==> config.mk <==
export PLATFORM = sky130hd
export DESIGN_NAME = dram_access_refresh_timer
export DESIGN_NICKNAME = d
export VERILOG_FILES = /design/src/include/dram_timer_pkg.sv /design/src/include/refresh_link_if.sv /design/src/rtl/refresh_divider.sv /design/src/rtl/dram_access_refresh_timer.sv
export VERILOG_INCLUDE_DIRS = /design/src /design/src/include
export SDC_FILE = /design/constraint.sdc
export NUM_CORES = 1
export LEC_CHECK = 0
export ABC_CLOCK_PERIOD_IN_PS = 4000
export BUFFER_PORTS_ARGS = -buffer_cell sky130_fd_sc_hd__buf_2
export CELL_PAD_IN_SITES_DETAIL_PLACEMENT = 0
export CELL_PAD_IN_SITES_GLOBAL_PLACEMENT = 2
export CORE_MARGIN = 8
export CORE_UTILIZATION = 25
export CTS_BUF_LIST = sky130_fd_sc_hd__clkbuf_8
export DETAILED_ROUTE_END_ITERATION = 6
export GPL_TIMING_DRIVEN = 1
export PLACE_DENSITY = 0.58
export SETUP_SLACK_MARGIN = 0.1
export SYNTH_ARGS = -nofsm -noshare
export SYNTH_HDL_FRONTEND = slang
export SYNTH_SLANG_ARGS = --single-unit
==> constraint.sdc <==
create_clock -name clk_sys -period 4 [get_ports clk_sys]
set_clock_uncertainty 0.1 [all_clocks]
set_input_delay 1.2 -clock clk_sys [delete_from_list [all_inputs] [get_ports clk_sys]]
set_output_delay 1.2 -clock clk_sys [all_outputs]
set_load 0.02 [all_outputs]
==> src/include/dram_timer_regs.svh <==
// Timing counts and widths for the DRAM access and refresh timer
`ifndef DRAM_TIMER_REGS_SVH
`define DRAM_TIMER_REGS_SVH
`define ADDR_W          10
`define ROW_LOW_CYC     4
`define PRECHG_LONG_CYC 4
`define PRECHG_SHORT_CYC 3
`define ACK_CYC         4
`define REF_DIV         64
`define REF_PEND_MAX    128
`endif

==> src/include/dram_timer_pkg.sv <==
// Types shared by the DRAM access and refresh timer
package dram_timer_pkg;
    typedef enum logic [2:0] {
        ST_IDLE,
        ST_ACCESS,
        ST_HOLD,
        ST_REFRESH,
        ST_PRECHARGE
    } ctrl_state_t;
endpackage

==> src/include/refresh_link_if.sv <==
// Refresh tick and pending-count link between the timer and its refresh divider
`timescale 1ns/1ns
interface refresh_link_if;
    logic       tick;
    logic       take;
    logic [7:0] pending;
    modport divider (output tick, output pending, input take);
    modport ctrl    (input tick, input pending, output take);
endinterface

==> src/rtl/refresh_divider.sv <==
// Refresh clock divider and missed-refresh counter
`timescale 1ns/1ns
`include "dram_timer_regs.svh"
module refresh_divider #(
    parameter int DIV = `REF_DIV,
    parameter int MAX = `REF_PEND_MAX
) (
    // Clock and reset
    input  wire logic clk_sys,
    input  wire logic rstn,
    // Raw refresh clock pin
    input  wire logic refresh_tick_clock,
    // Link to controller
    refresh_link_if.divider lnk
);
    initial begin
        if (DIV < 2 || DIV > 128 || MAX < 1 || MAX > 255) $error("refresh_divider: bad parameters");
    end

    logic       s1_reg, s2_reg, s3_reg;
    logic [6:0] div_reg;
    logic [7:0] pend_reg;
    wire        rcp_rise = s2_reg & ~s3_reg;
    wire        term     = rcp_rise && (div_reg == 7'(DIV - 1));
    wire        full     = (pend_reg == 8'(MAX));

    // Two-flop synchroniser, then edge detect on the second stage only
    always_ff @(posedge clk_sys) begin
        s1_reg <= refresh_tick_clock;
        s2_reg <= s1_reg;
        s3_reg <= s2_reg;
    end

    // Divide refresh clock edges by DIV
    always_ff @(posedge clk_sys) begin
        if (!rstn)
            div_reg <= 7'h00;
        else if (rcp_rise)
            div_reg <= term ? 7'h00 : div_reg + 7'h01;
    end

    // Pending count saturates; a new tick and a take in one cycle cancel, except at full where the take still counts down
    always_ff @(posedge clk_sys) begin
        if (!rstn)
            pend_reg <= 8'h00;
        else if (term && !full && !lnk.take)
            pend_reg <= pend_reg + 8'h01;
        else if (lnk.take && !(term && !full) && pend_reg != 8'h00)
            pend_reg <= pend_reg - 8'h01;
    end

    assign lnk.tick    = term;
    assign lnk.pending = pend_reg;

    pend_cap_a: assert property (@(posedge clk_sys) disable iff (!rstn) pend_reg <= 8'(MAX))
        else $error("pending refresh count above limit");
endmodule

==> src/rtl/dram_access_refresh_timer.sv <==
// DRAM access timing, address multiplexing and refresh arbitration
`timescale 1ns/1ns
`include "dram_timer_regs.svh"
module dram_access_refresh_timer
    import dram_timer_pkg::*;
#(
    parameter int AW = `ADDR_W
) (
    // Clock and reset
    input  wire logic          clk_sys,
    input  wire logic          rstn,
    // Processor side
    input  wire logic          access_req_n,
    input  wire logic          page_mode_n,
    input  wire logic          addr_latch_en_n,
    input  wire logic [AW-1:0] row_addr_in,
    input  wire logic [AW-1:0] col_addr_in,
    output logic               grant,
    output logic               transfer_ack_n,
    output logic               transfer_ack_oe,
    // Configuration straps and refresh clock
    input  wire logic          row_hold_select,
    input  wire logic          precharge_length_select,
    input  wire logic          refresh_tick_clock,
    // DRAM side
    output logic               row_strobe_n,
    output logic               col_strobe_n,
    output logic [AW-1:0]      mem_addr_out
);
    initial begin
        if (AW < 1 || AW > 16) $error("dram_access_refresh_timer: bad address width");
    end

    refresh_link_if lnk ();

    refresh_divider u_refresh (
        .clk_sys            (clk_sys),
        .rstn               (rstn),
        .refresh_tick_clock (refresh_tick_clock),
        .lnk                (lnk)
    );

    // Pin synchronisers: every asynchronous pin passes two flops before use
    logic [1:0]    req_s_reg, page_s_reg, ale_s_reg, hold_s_reg, pre_s_reg;
    logic [AW-1:0] row_s1_reg, row_s2_reg, col_s1_reg, col_s2_reg;
    always_ff @(posedge clk_sys) begin
        req_s_reg  <= {req_s_reg[0], ~access_req_n};
        page_s_reg <= {page_s_reg[0], ~page_mode_n};
        ale_s_reg  <= {ale_s_reg[0], addr_latch_en_n};
        hold_s_reg <= {hold_s_reg[0], row_hold_select};
        pre_s_reg  <= {pre_s_reg[0], precharge_length_select};
        row_s1_reg <= row_addr_in;
        row_s2_reg <= row_s1_reg;
        col_s1_reg <= col_addr_in;
        col_s2_reg <= col_s1_reg;
    end
    wire req  = req_s_reg[1];
    wire page = page_s_reg[1];
    wire ale  = ale_s_reg[1];

    // Address latch: transparent while latch enable low, closed after rising edge
    logic          ale_d_reg;
    logic [AW-1:0] row_lat_reg, col_lat_reg;
    always_ff @(posedge clk_sys) begin
        if (!rstn) begin
            ale_d_reg   <= 1'b0;
            row_lat_reg <= '0;
            col_lat_reg <= '0;
        end else begin
            ale_d_reg <= ale;
            if (!ale || !ale_d_reg) begin
                row_lat_reg <= row_s2_reg;
                col_lat_reg <= col_s2_reg;
            end
        end
    end
    // Latch output: live while transparent, held once closed
    wire [AW-1:0] row_eff = ale ? row_lat_reg : row_s2_reg;
    wire [AW-1:0] col_eff = ale ? col_lat_reg : col_s2_reg;

    // Main timing state
    ctrl_state_t st_reg, st_next;
    logic [2:0]  cnt_reg, cnt_next;
    logic        page_acc_reg;
    logic        grant_reg, ras_reg, ack_reg, col_sel_reg, cas_rise_reg, cas_reg;
    logic [AW-1:0] rrow_reg;

    wire [2:0] pre_len  = pre_s_reg[1] ? 3'(`PRECHG_SHORT_CYC) : 3'(`PRECHG_LONG_CYC);
    wire       ref_due  = (lnk.pending != 8'h00);
    wire       start_acc = (st_reg == ST_IDLE) && req && !ref_due;
    wire       start_ref = (st_reg == ST_IDLE) && ref_due;
    wire       row_done = (cnt_reg == 3'(`ROW_LOW_CYC - 1));
    wire       page_end = page_acc_reg && (!page || !req);
    assign lnk.take = (st_reg == ST_REFRESH) && row_done;

    // Next state and counter
    always_comb begin
        st_next  = st_reg;
        cnt_next = cnt_reg + 3'h1;
        case (st_reg)
            ST_IDLE: begin
                cnt_next = 3'h0;
                if (start_ref)
                    st_next = ST_REFRESH;
                else if (start_acc)
                    st_next = ST_ACCESS;
            end
            ST_ACCESS: begin
                if (!req || page_end) begin
                    st_next  = ST_PRECHARGE;
                    cnt_next = 3'h0;
                end else if (row_done && !page_acc_reg) begin
                    st_next  = ST_HOLD;
                    cnt_next = cnt_reg;
                end else if (row_done) begin
                    cnt_next = cnt_reg;
                end
            end
            ST_HOLD: begin
                cnt_next = cnt_reg;
                if (!req) begin
                    st_next  = ST_PRECHARGE;
                    cnt_next = 3'h0;
                end
            end
            ST_REFRESH: begin
                if (row_done) begin
                    st_next  = ST_PRECHARGE;
                    cnt_next = 3'h0;
                end
            end
            ST_PRECHARGE: begin
                if (cnt_reg == pre_len - 3'h2)
                    st_next = ST_IDLE; // one idle cycle completes the precharge
            end
            default: begin
                st_next  = ST_IDLE;
                cnt_next = 3'h0;
            end
        endcase
    end

    // Rising-edge registers
    always_ff @(posedge clk_sys) begin
        if (!rstn) begin
            st_reg       <= ST_IDLE;
            cnt_reg      <= 3'h0;
            page_acc_reg <= 1'b0;
            grant_reg    <= 1'b0;
            ras_reg      <= 1'b0;
            ack_reg      <= 1'b0;
            col_sel_reg  <= 1'b0;
            rrow_reg     <= '0;
        end else begin
            st_reg   <= st_next;
            cnt_reg  <= cnt_next;
            if (start_acc)
                page_acc_reg <= page;
            grant_reg <= (st_next == ST_ACCESS) || (st_next == ST_HOLD);
            ras_reg   <= (st_next == ST_ACCESS) || (st_next == ST_REFRESH);
            ack_reg   <= (st_reg == ST_ACCESS || st_reg == ST_HOLD) && req &&
                         (cnt_reg == 3'(`ACK_CYC - 1)) && st_next != ST_PRECHARGE;
            // Column select from the first rising edge after row strobe: a full clock of row hold
            col_sel_reg <= (st_reg == ST_ACCESS || st_reg == ST_HOLD) && st_next != ST_PRECHARGE;
            if (lnk.take)
                rrow_reg <= rrow_reg + {{(AW-1){1'b0}}, 1'b1};
        end
    end

    // Falling-edge stages give the half-clock column timing
    always_ff @(negedge clk_sys) begin
        if (!rstn) begin
            cas_rise_reg <= 1'b0;
            cas_reg      <= 1'b0;
        end else begin
            // Strobe stands while granted so it outlives the row strobe until the request ends
            cas_rise_reg <= grant_reg;
            cas_reg      <= grant_reg && cas_rise_reg;
        end
    end

    // Outputs: strobes release at once on request or page negation
    wire acc_live = grant_reg && req && !page_end;
    assign grant           = grant_reg && req;
    assign row_strobe_n    = !(ras_reg && (st_reg == ST_REFRESH || acc_live));
    assign col_strobe_n    = !(cas_reg && acc_live);
    assign transfer_ack_oe = (st_reg == ST_ACCESS || st_reg == ST_HOLD) && req;
    assign transfer_ack_n  = !(ack_reg && transfer_ack_oe);
    // Refresh counter shown before and through the refresh row strobe
    wire ref_addr = (st_reg == ST_REFRESH) || (st_reg == ST_IDLE && ref_due);
    // Short row hold switches to the column at the falling edge, half a clock after row strobe
    wire col_now = grant_reg && (col_sel_reg || (cas_rise_reg && hold_s_reg[1]));
    assign mem_addr_out = ref_addr ? rrow_reg : col_now ? col_eff : row_eff;

    // Checks
    ras_min_a: assert property (@(posedge clk_sys) disable iff (!rstn)
        $rose(st_reg == ST_ACCESS) && !page_acc_reg |-> (st_reg != ST_IDLE) [*3] or
        ##[1:3] !req)
        else $error("row strobe shorter than minimum");
    pre_len_a: assert property (@(posedge clk_sys) disable iff (!rstn)
        $rose(st_reg == ST_PRECHARGE) && !pre_s_reg[1] |-> !ras_reg [*4])
        else $error("precharge too short");
    ack_time_a: assert property (@(posedge clk_sys) disable iff (!rstn)
        $rose(st_reg == ST_ACCESS) ##1 req [*3] |=> ack_reg || !req)
        else $error("acknowledge not at four clocks");
    ack_float_a: assert property (@(posedge clk_sys) disable iff (!rstn)
        !req |-> !transfer_ack_oe && !grant)
        else $error("acknowledge or grant held without request");
    ref_first_a: assert property (@(posedge clk_sys) disable iff (!rstn)
        st_reg == ST_IDLE && ref_due |=> st_reg == ST_REFRESH)
        else $error("refresh did not win arbitration");
    ref_step_a: assert property (@(posedge clk_sys) disable iff (!rstn)
        lnk.take |=> rrow_reg == $past(rrow_reg) + 1'b1)
        else $error("refresh row not advanced");
    ref_addr_a: assert property (@(posedge clk_sys) disable iff (!rstn)
        st_reg == ST_REFRESH |-> mem_addr_out == rrow_reg)
        else $error("refresh address not driven");
    page_hold_a: assert property (@(posedge clk_sys) disable iff (!rstn)
        st_reg == ST_ACCESS && page_acc_reg && req && page && row_done |=> st_reg == ST_ACCESS)
        else $error("page-mode row strobe ended early");
    rst_quiet_a: assert property (@(posedge clk_sys) !rstn |=> row_strobe_n && !grant && !transfer_ack_oe)
        else $error("outputs active after reset");

    acc_c:  cover property (@(posedge clk_sys) disable iff (!rstn) $fell(transfer_ack_n));
    page_c: cover property (@(posedge clk_sys) disable iff (!rstn) st_reg == ST_ACCESS && page_acc_reg && cnt_reg == 3'h3);
    ref_c:  cover property (@(posedge clk_sys) disable iff (!rstn) lnk.take ##[1:10] lnk.take);
    tick_c: cover property (@(posedge clk_sys) disable iff (!rstn) lnk.tick);
endmodule

======== Word-level counts from Yosys, hierarchy flattened ========
Index checks and enable logic that the tools add are counted.
Widths: inputs -> output; s select.
cells by class
  mux-type cells .......................... 22
  bitwise gates (word level) .............. 4
  reduce and logical (&&, ||, !) cells .... 49
  eq/ne operators ......................... 15
  add/sub/neg operators ................... 6
operator list
  operator               number
  $mux 10                4
  $mux 3                 13
  $logic_and 1x1->1      23
  $mux 8                 2
  $eq 3x2->1 const B     5
  $pmux 3 s5             1
  $logic_not 1->1        13
  $pmux 3 s4             1
  $add 10x1->10 const B  1
  $logic_or 1x1->1       9
  $ne 3x3->1 const B     3
  $add 8x1->8 const B    1
  $eq 8x8->1 const B     1
  $reduce_bool 8->1      1
  $sub 8x1->8 const B    1
  $add 7x1->7 const B    1
  $eq 7x6->1 const B     1
  $mux 7                 1
  $eq 3x1->1 const B     2
  $add 3x1->3 const B    1
  $eq 3x3->1             1
  $eq 3x3->1 const B     1
  $logic_not 3->1        1
  $not 1->1              3
  5 further kinds        5
storage, ports and cells
  logic and storage cells ................. 123
  output and inout port bits .............. 15
  input port bits ......................... 28
  register bits after elaboration ......... 112

======== Longest topological paths before layout ========
Gate-level depths: netlist of run 1.
  depth after elaboration ................. 9
  gate-level depth with buffers ........... 13
  depth with buffers taken out ............ 12

======== Cells and area by module ========
Synthesis of run 1 repeated with hierarchy kept, for this count alone.
second synthesis, totals
  cell total of the unflattened synthesis .. 427
  area, all modules ....................... 4396.7 sq um
modules (own cells, without submodules)
  module                     times used  area an instance (sq um)  sequential area each (sq um)  cells an instance
  dram_access_refresh_timer  1           3369.5                    1881.8                        307
  refresh_divider            1           1027.2                    360.3                         120

==> run metrics, run 1 <==
status complete, but fails checks; failing checks setup timing; Primary FF master, synth dfxtp_1; Residual DRC 0; mean post-synth cell area roughly 10 sq um; Routed Antenna Nets 0; cell taking the most area after synthesis dfxtp_1; final WL ~9000 microns; Post-Synth Adder-Cell Area ~3.7%; post-synthesis sequential area ratio ~53%; compound-cell area share of the yosys netlist 9.70%; Max-slew headroom ~37%; CP top delay family multiplexers; final std cells w/o fill approximately 700; Simple-Gate Fraction of Synth Area between 15 and 20%; Sum Neg Setup Slack -13310 ps; row cnt 47; routed vias between 2000 and 3000; GRT overflow 0; die area 21400 sq um; initial antenna violation count 0; Post-CTS Setup Inserts 0; Root Buffer clkbuf_8; Worst setup EP type primary output; top cell type's share of synthesized area 53.0%; IO Pins 43; router iterations before antenna repair 4; vias in the first global route ~3000; total power 2.04 mW; Die X 146 microns; main area contributors after synthesis dfxtp_1, nand2_1, mux4_2; Worst setup SP type flip-flop; Post-Synthesis Net Count roughly 450; EDFF count, synth 0; CTS tree yes; max-cap violations 0; peak supply drop 0.223 mV; CP max-delay cell mux4_2; first-pass GRT wire length ~15000 microns; P_leak 2.07 nW; Area growth syn-to-layout 18.3%; Mapped Cells about 410; Buf/Inv on CP 2; final worst slack -1330 ps; grt met1 use a little over a tenth; max-slew violations 0; RSZ-0062 raised after global routing true; vias per cell approximately 4.3; most frequent cells in the layout dfxtp_1, nand2_1, nor2_1; DP Cell Count approximately 670; Tightest Hold Check Type flip-flop to flip-flop; met3 usage under 10%; clk_lat worst skew around 380 ps; final hold violation count 0; worst-margin pin slew ~940 ps; post-DR wirelength/cell approximately 13 microns; largest net degree at the start of global routing 50; worst-path cell chain a21oi_2, nor2b_1, buf_6, mux4_2, mux2_4, buf_6; met2 Resource Use GR approximately 14%; Synth cell types 53; layer with the highest usage met2; Clk pin slew, worst setup/hold paths 110 ps; worst endpoint required time approximately 2700 ps; share of layout cells above drive strength 1 about a fifth; Async S/R FF share, synth 0%; commonest non-fill, non-tap cell in the layout dfxtp_1; Pwr Density just over 400 nW/um^2; Core Area roughly 17000 sq um; endpoints failing setup 11; post-layout net count roughly 500; Starting DRT DRC Count 95; die height approximately 150 microns; worst setup path class flip-flop to primary output; GRT Util Overall under 10%; CTS Buf Count 9; CTS sink cnt ~110; Hold-fix buffers, CTS 0; Starting Density 25.5%; # diodes 0; xor-xnor portion of the synthesized cell area between 3 and 4%; Fillers ~1800; Max clock buf depth 2; final HPWL from detailed placement around 6400 microns; most used cell, CP buf_6; multiplexer share of the synthesized area 9.87%; largest family of logic cells by synthesized area simple AND/OR/NAND/NOR gates; Synth Cell Area ~4200 sq um; worst path arrival time roughly 4000 ps; Placer Congestion ~0.75; flops & latches, synth between 100 and 150; Buffers on Ports 42; htree depth 3; Yosys warnings 0; Max Fanout on Critical Path 7; crit-path max cell delay ~500 ps
[Yosys cell counts, drive strengths merged, types with 2 or more instances]
| master | instances |
|---|---|
| nand4 | 10 |
| inv | 13 |
| ha | 11 |
| xor2 | 11 |
| a211oi | 2 |
| nor2 | 38 |
| nor4 | 3 |
| nor3 | 4 |
| nand2 | 68 |
| a31oi | 2 |
| a21oi | 35 |
| o221ai | 2 |
| a21o | 2 |
| mux4 | 10 |
| nor2b | 6 |
| mux2i | 8 |
| buf | 4 |
| clkbuf | 11 |
| and2 | 5 |
| and3 | 3 |
| a22oi | 2 |
| nand2b | 4 |
| dfxtp | 112 |
| or3 | 3 |
| o21ai | 13 |
| and4b | 2 |
| xnor2 | 6 |
| mux2 | 10 |
| nand3 | 3 |
[per-layer routing]
| layer | part of all wire [%] | up-vias | routed length, microns |
|---|---|---|---|
| met4 | 1.8 | 0 | 158 |
| met5 | 0 | - | 0 |
| met1 | 47 | 1372 | 4250 |
| li1 | - | 1507 | - |
| met2 | 47 | 38 | 4260 |
| met3 | 3.4 | 12 | 309 |
[path summary, 6_finish.rpt]
check	start	end	slack, ps	depth (start not counted)
setup reg to reg	cnt_reg[0]	u_refresh.lnk.pending[7]	540	12
hold reg to reg	row_s1_reg[8]	row_s2_reg[8]	230	0
setup / recovery	cas_rise_reg	mem_addr_out[4]	-1330	6
hold / removal	row_s1_reg[8]	row_s2_reg[8]	230	0
[where the power goes]
part | internal [mW] | switching [mW]
registers | 1.16 | 0.0248
clock network | 0.304 | 0.410
logic | 0.0708 | 0.0719
[final cells by class]
cell class / instances / area [sq um] / share of cell area, %
Sequential cell: 112 / 2240 / 44.8
Multi-Input combinational cell: 274 / 1920 / 38.4
Timing Repair Buffer: 48 / 303 / 6.05
Tap cell: 220 / 275 / 5.50
Clock buffer: 9 / 124 / 2.47
Clock inverter: 9 / 95.1 / 1.90
Inverter: 12 / 45.0 / 0.900
[logic make-up after synthesis]
family                     count (synthesis)
buffers and inverters                     28
adders and majority gates                 12
muxes                                     28
and+or+nand+nor                          152
DFF                                      112
xor gates and xnor gates                  17
AOI/OAI and AO/OA                         65
[metrics by stage]
stage	worst slack (ps)	util, %	area (sq um)	hold WS [ps]
floorplan	-752	-	4270	210
global placement	-969	28.5	4730	210
detailed placement	-963	28.5	4730	212
CTS	-1370	30.2	5010	232
global route	-1450	30.2	5010	241
finish	-1330	30.2	5010	234
[what timing repair did]
action | in CTS | in global routing
endpoints found under the setup margin | 11 | 11
gates resized for setup | 19 | 0
pin swaps | 0 | 0
No activity file was read; power rests on OpenSTA's default activity.
==> inputs of run 2 (changes only) <==
--- a/config.mk
+++ b/config.mk
@@ -15,8 +15,10 @@
 export CTS_BUF_LIST = sky130_fd_sc_hd__clkbuf_8
 export DETAILED_ROUTE_END_ITERATION = 6
 export GPL_TIMING_DRIVEN = 1
+export HOLD_SLACK_MARGIN = 0.15
 export PLACE_DENSITY = 0.58
 export SETUP_SLACK_MARGIN = 0.1
+export SLEW_MARGIN = 25
 export SYNTH_ARGS = -nofsm -noshare
 export SYNTH_HDL_FRONTEND = slang
 export SYNTH_SLANG_ARGS = --single-unit
==> constraint.sdc (replaced) <==
create_clock -name clk_sys -period 4 [get_ports clk_sys]
set_clock_uncertainty 0.1 [all_clocks]
set_input_delay 0 -clock clk_sys [delete_from_list [all_inputs] [get_ports clk_sys]]
set_output_delay 0 -clock clk_sys [all_outputs]
set_load 0.02 [all_outputs]
==> run 2 against run 1 <==
The run still ends with setup timing left. Final cell count rose by 6.9%. Utilization up 2.8 points. Worst hold slack worse by 41 ps. Via count rose by 5.6%. Worst setup slack improved by 1200 ps. Critical path depth unchanged. Sequential cell count did not move. Routed wire length grew 3.4%. Combinational power is 22% higher. Clock power is 4.3% lower. Largest cell class unchanged.
==> run metrics, run 2 (synthesized netlist as in run 1, its figures left out) <==
largest net degree at the start of global routing 50; router iterations before antenna repair 4; Starting DRT DRC Count 102; endpoints failing setup 9; Worst setup EP type primary output; final std cells w/o fill around 730; final hold violation count 0; Placer Congestion about 0.74; max-slew violations 0; worst-path cell chain a21oi_2, nor2b_2, buf_12, mux4_2, mux2_4, buf_6; GRT Util Overall about 9%; status complete, but fails checks; crit-path max cell delay about 500 ps; final worst slack -106 ps; commonest non-fill, non-tap cell in the layout dfxtp_1; clk_lat worst skew 390 ps; row cnt 47; Fillers approximately 1700; Worst setup SP type flip-flop; peak supply drop roughly 0.22 mV; initial antenna violation count 0; total power 2.05 mW; Root Buffer clkbuf_8; worst-margin pin slew 948 ps; worst path arrival time 4010 ps; Pwr Density approximately 370 nW/um^2; Buffers on Ports 42; CTS tree yes; final HPWL from detailed placement ~6000 microns; Starting Density approximately 26%; share of layout cells above drive strength 1 approximately 18%; Clk pin slew, worst setup/hold paths ~100 ps; Die X between 100 and 150 microns; Max clock buf depth 2; IO Pins 43; first-pass GRT wire length between 15000 and 20000 microns; Tightest Hold Check Type input port to flip-flop; die height about 150 microns; P_leak 2.24 nW; worst setup path class flip-flop to primary output; worst endpoint required time about 4000 ps; max-cap violations 0; RSZ-0062 raised after global routing true; Max-slew headroom 36.7%; routed vias between 3000 and 4000; die area 21400 sq um; Area growth syn-to-layout 29.4%; post-DR wirelength/cell roughly 13 microns; htree depth 3; Residual DRC 0; CP max-delay cell mux4_2; CTS Buf Count 9; failing checks setup timing; DP Cell Count 662; vias in the first global route slightly above 3000; most frequent cells in the layout dfxtp_1, nand2_1, dlygate4sd3_1; post-layout net count approximately 550; final WL a little over 9000 microns; vias per cell ~4.2; CTS sink cnt approximately 110; Sum Neg Setup Slack -771 ps; Routed Antenna Nets 0; Max Fanout on Critical Path 8; # diodes 0; GRT overflow 0; Core Area 16600 sq um; Core Util, Final 33.0%
run 2: final timing paths:
kind	depth (start not counted)	from	end	slack, ps
max	6	cas_rise_reg	mem_addr_out[7]	-110
min	3	access_req_n	req_s_reg[0]	190
max reg2reg	12	cnt_reg[0]	u_refresh.lnk.pending[7]	550
min reg2reg	0	col_s1_reg[3]	col_s2_reg[3]	240
run 2: final cells by class:
| class | count | area [sq um] | share of cell area [%] |
|---|---|---|---|
| clock inverter | 8 | 70.1 | 1.28 |
| sequential | 112 | 2240 | 41.0 |
| tap | 220 | 275 | 5.03 |
| timing repair buffer | 95 | 795 | 14.5 |
| multi-input combinational | 274 | 1910 | 34.9 |
| clock buffer | 10 | 138 | 2.51 |
| inverter | 12 | 45.0 | 0.822 |
run 2: what timing repair did:
item	CTS	global route
setup endpoints to repair	10	10
pin swaps	1	0
resized for setup	25	1
hold buffers	51	0
setup buffers	1	0
endpoints found under the hold margin	34	0
run 2: worst max-delay path: cells and delay by family (launching register included):
kind | cells | cell delay, ps
AO/OA/AOI/OAI | 1 | 50
buffers and inverters | 2 | 290
flip-flops | 1 | 320
multiplexers | 2 | 780
AND/OR/NAND/NOR | 1 | 150
run 2: power breakdown:
group	switching, mW	internal (mW)
clock	0.422	0.261
combinational	0.0734	0.101
sequential	0.0287	1.16
total	0.524	1.53
run 2: through the flow:
stage	setup WS, ps	hold WS, ps	cell area, sq um
after detailed placement	169	3.61	4670
after floorplan	317	-72.3	4230
after global routing	-204	175	5480
after global placement	161	2.31	4670
final	-106	193	5480
after CTS	-150	158	5470
run 2: routing by layer:
metal	global-route usage [%]	share of wire, %	up-vias
li1	-	-	1597
met1	10.3	47	1440
met2	15.1	47	48
met3	3.65	4.7	7
met4	2.78	0.99	0
met5	0	0	-
==> inputs of run 3 (changes only) <==
--- a/config.mk
+++ b/config.mk
@@ -6,17 +6,18 @@
 export SDC_FILE = /design/constraint.sdc
 export NUM_CORES = 1
 export LEC_CHECK = 0
+export ABC_AREA = 1
 export ABC_CLOCK_PERIOD_IN_PS = 4000
 export BUFFER_PORTS_ARGS = -buffer_cell sky130_fd_sc_hd__buf_2
 export CELL_PAD_IN_SITES_DETAIL_PLACEMENT = 0
 export CELL_PAD_IN_SITES_GLOBAL_PLACEMENT = 2
 export CORE_MARGIN = 8
 export CORE_UTILIZATION = 25
-export CTS_BUF_LIST = sky130_fd_sc_hd__clkbuf_8
+export CTS_BUF_LIST = sky130_fd_sc_hd__clkbuf_2 sky130_fd_sc_hd__clkbuf_4 sky130_fd_sc_hd__clkbuf_8
 export DETAILED_ROUTE_END_ITERATION = 6
 export GPL_TIMING_DRIVEN = 1
 export HOLD_SLACK_MARGIN = 0.15
-export PLACE_DENSITY = 0.58
+export PLACE_DENSITY = 0.65
 export SETUP_SLACK_MARGIN = 0.1
 export SLEW_MARGIN = 25
 export SYNTH_ARGS = -nofsm -noshare
==> run 3 against run 2 <==
Clock-buffer cell count fell by 1. Register-to-register slack gained 650 ps. First-iteration DRC count grew 65%. The run now ends clean. Worst hold slack worse by 7.8 ps. Highest routed layer unchanged. Combinational power is 6% higher. Via count is 22% higher. Area after synthesis up 5.2%. Critical endpoint is now mem_addr_out[1].
==> run metrics, run 3 <==
CTS Buf Count 9; Core Area roughly 18000 sq um; worst path arrival time between 3000 and 4000 ps; row cnt 49; Max-slew headroom approximately half; commonest non-fill, non-tap cell in the layout nand2_1; multiplexer share of the synthesized area 0%; # diodes 0; cell taking the most area after synthesis dfxtp_1; Placement Cell Area slightly below 5000 sq um; Async S/R FF share, synth 0%; IO Pins 43; peak supply drop around 0.17 mV; die area 22300 sq um; Mapped Cells between 500 and 600; Tightest Hold Check Type input port to flip-flop; max-cap violations 0; router iterations before antenna repair 4; Residual DRC 0; largest family of logic cells by synthesized area simple AND/OR/NAND/NOR gates; endpoints failing setup 0; Yosys warnings 0; GRT Util Overall roughly a tenth; final hold violation count 0; Post-Synth Adder-Cell Area 3.54%; Sum Neg Setup Slack 0 ps; flops & latches, synth 112; Synth Cell Area approximately 4500 sq um; max-slew violations 0; CTS sink cnt 112; htree depth 3; Starting Density 25.1%; final WL around 12000 microns; final instance area ~5700 sq um; initial antenna violation count 0; Reg area between 2000 and 2500 sq um; Starting DRT DRC Count 168; post-layout net count 702; status finished, final reports clean; Pwr Density roughly 370 nW/um^2; RSZ-0062 raised after global routing true; Core Util, Final roughly 32%; P_leak 2.49 nW; Simple-Gate Fraction of Synth Area between 20% and 30%; mean post-synth cell area 7.83 sq um; Buffers on Ports between 40 and 50; Fillers 1866; Die X 149 microns; first-pass GRT wire length roughly 19000 microns; clk_lat worst skew between 300 and 400 ps; GRT overflow 0; most frequent cell after synthesis nand2_1; worst endpoint required time slightly below 4000 ps; Max Fanout on Critical Path 5; worst setup path class flip-flop to primary output; CP max-delay cell dfxtp_2; vias per cell 4.22; Max clock buf depth 2; EDFF count, synth 0; crit-path max cell delay ~330 ps; final HPWL from detailed placement 7980 microns; CTS tree yes; routed vias 3781; post-synthesis sequential area ratio 50.4%; Root Buffer clkbuf_8; Synth cell types 37; largest net degree at the start of global routing 25; most frequent cells in the layout nand2_1, dfxtp_1, inv_1; Area growth syn-to-layout 27.4%; Hold Worst Slack approximately 180 ps; Clk pin slew, worst setup/hold paths around 120 ps; vias in the first global route between 3000 and 4000; xor-xnor portion of the synthesized cell area under 10%; top cells by count, synth nand2_1, dfxtp_1, inv_1; die height between 100 and 150 microns; main area contributors after synthesis dfxtp_1, nand2_1, inv_1; post-DR wirelength/cell about 13 microns; compound-cell area share of the yosys netlist 11.5%; Post-Synthesis Net Count between 600 and 700; Primary FF master, synth dfxtp_1; Worst setup EP type primary output; Placer Congestion slightly below 0.8; multi-input logic area ~1900 sq um; worst-path cell chain a21oi_2, or2_4, o21ai_0, o211ai_1, o21ai_1, buf_4; Post-CTS Setup Inserts 0; top cell type's share of synthesized area slightly above 50%; Worst setup SP type flip-flop; worst-margin pin slew between 700 and 800 ps; share of layout cells above drive strength 1 between 10% and 20%; Routed Antenna Nets 0
run 3: cell count changes in the layout (fill, tap and decap cells not counted), sizes merged, moves of 13 or more:
cell and delta:
a21oi +13, inv +52, nand3 +29, nor2 +25
nand2 +84, o21ai +19
run 3: final timing paths:
kind	from	end	slack, ps	depth (start not counted)
max	cas_rise_reg	mem_addr_out[1]	190	6
max reg2reg	cnt_reg[0]	u_refresh.lnk.pending[7]	1200	12
min reg2reg	hold_s_reg[0]	hold_s_reg[1]	240	0
min	access_req_n	req_s_reg[0]	180	3
run 3: cells by family after synthesis:
group                    after synthesis
AND/OR/NAND/NOR                      263
flip-flops                           112
AO/OA/AOI/OAI                         94
buffers and inverters                 82
adder cells (fa/ha/maj)               12
XOR/XNOR                               6
run 3: final cells by class:
class / count / share of cell area [%]
clock buffers: 9 / 2.18
clock inverters: 9 / 1.92
inverters: 63 / 4.17
multi-input cells: 377 / 33.7
flip-flops and latches: 112 / 39.5
well taps: 229 / 5.05
repair buffers: 97 / 13.4
run 3: through the flow:
step                      std cells  setup slack [ps]  power (mW)
after floorplan                 569               656        1.30
after global placement          826               529        1.36
after detailed placement        826               452        1.36
after CTS                       894               116        2.16
after global routing            896              74.9        2.24
final                           896               189        2.12
run 3: critical path: cells and delay by family, from the launching register on:
family / cells / cell delay (ps)
and+or+nand+nor: 1 / 280
buffers and inverters: 1 / 180
DFF: 1 / 330
AOI/OAI and AO/OA: 4 / 500
run 3: routing by layer:
layer  part of all wire, %  up-vias  wire length (microns)  GRT usage (%)
met5                     0        -                      0              0
met4                   2.7        0                    315           5.15
met3                   3.1       18                    356           2.72
met2                    46       50                   5270           17.4
met1                    48     1710                   5560           12.9
li1                      -     2003                      -              -
run 3: report_power, final:
part,switching [mW],internal [mW],leakage [nW]
Sequential,0.0234,1.16,0.930
Combinational,0.100,0.0860,1.44
Clock,0.476,0.268,0.121
run 3: what timing repair did:
action                                 4_1_cts  5_1_grt
gates cloned                                 0        2
endpoints found under the hold margin       43        0
pin swaps                                    0        4
setup endpoints to repair                    8        9
gates resized for setup                      1       10
hold buffers                                51        0
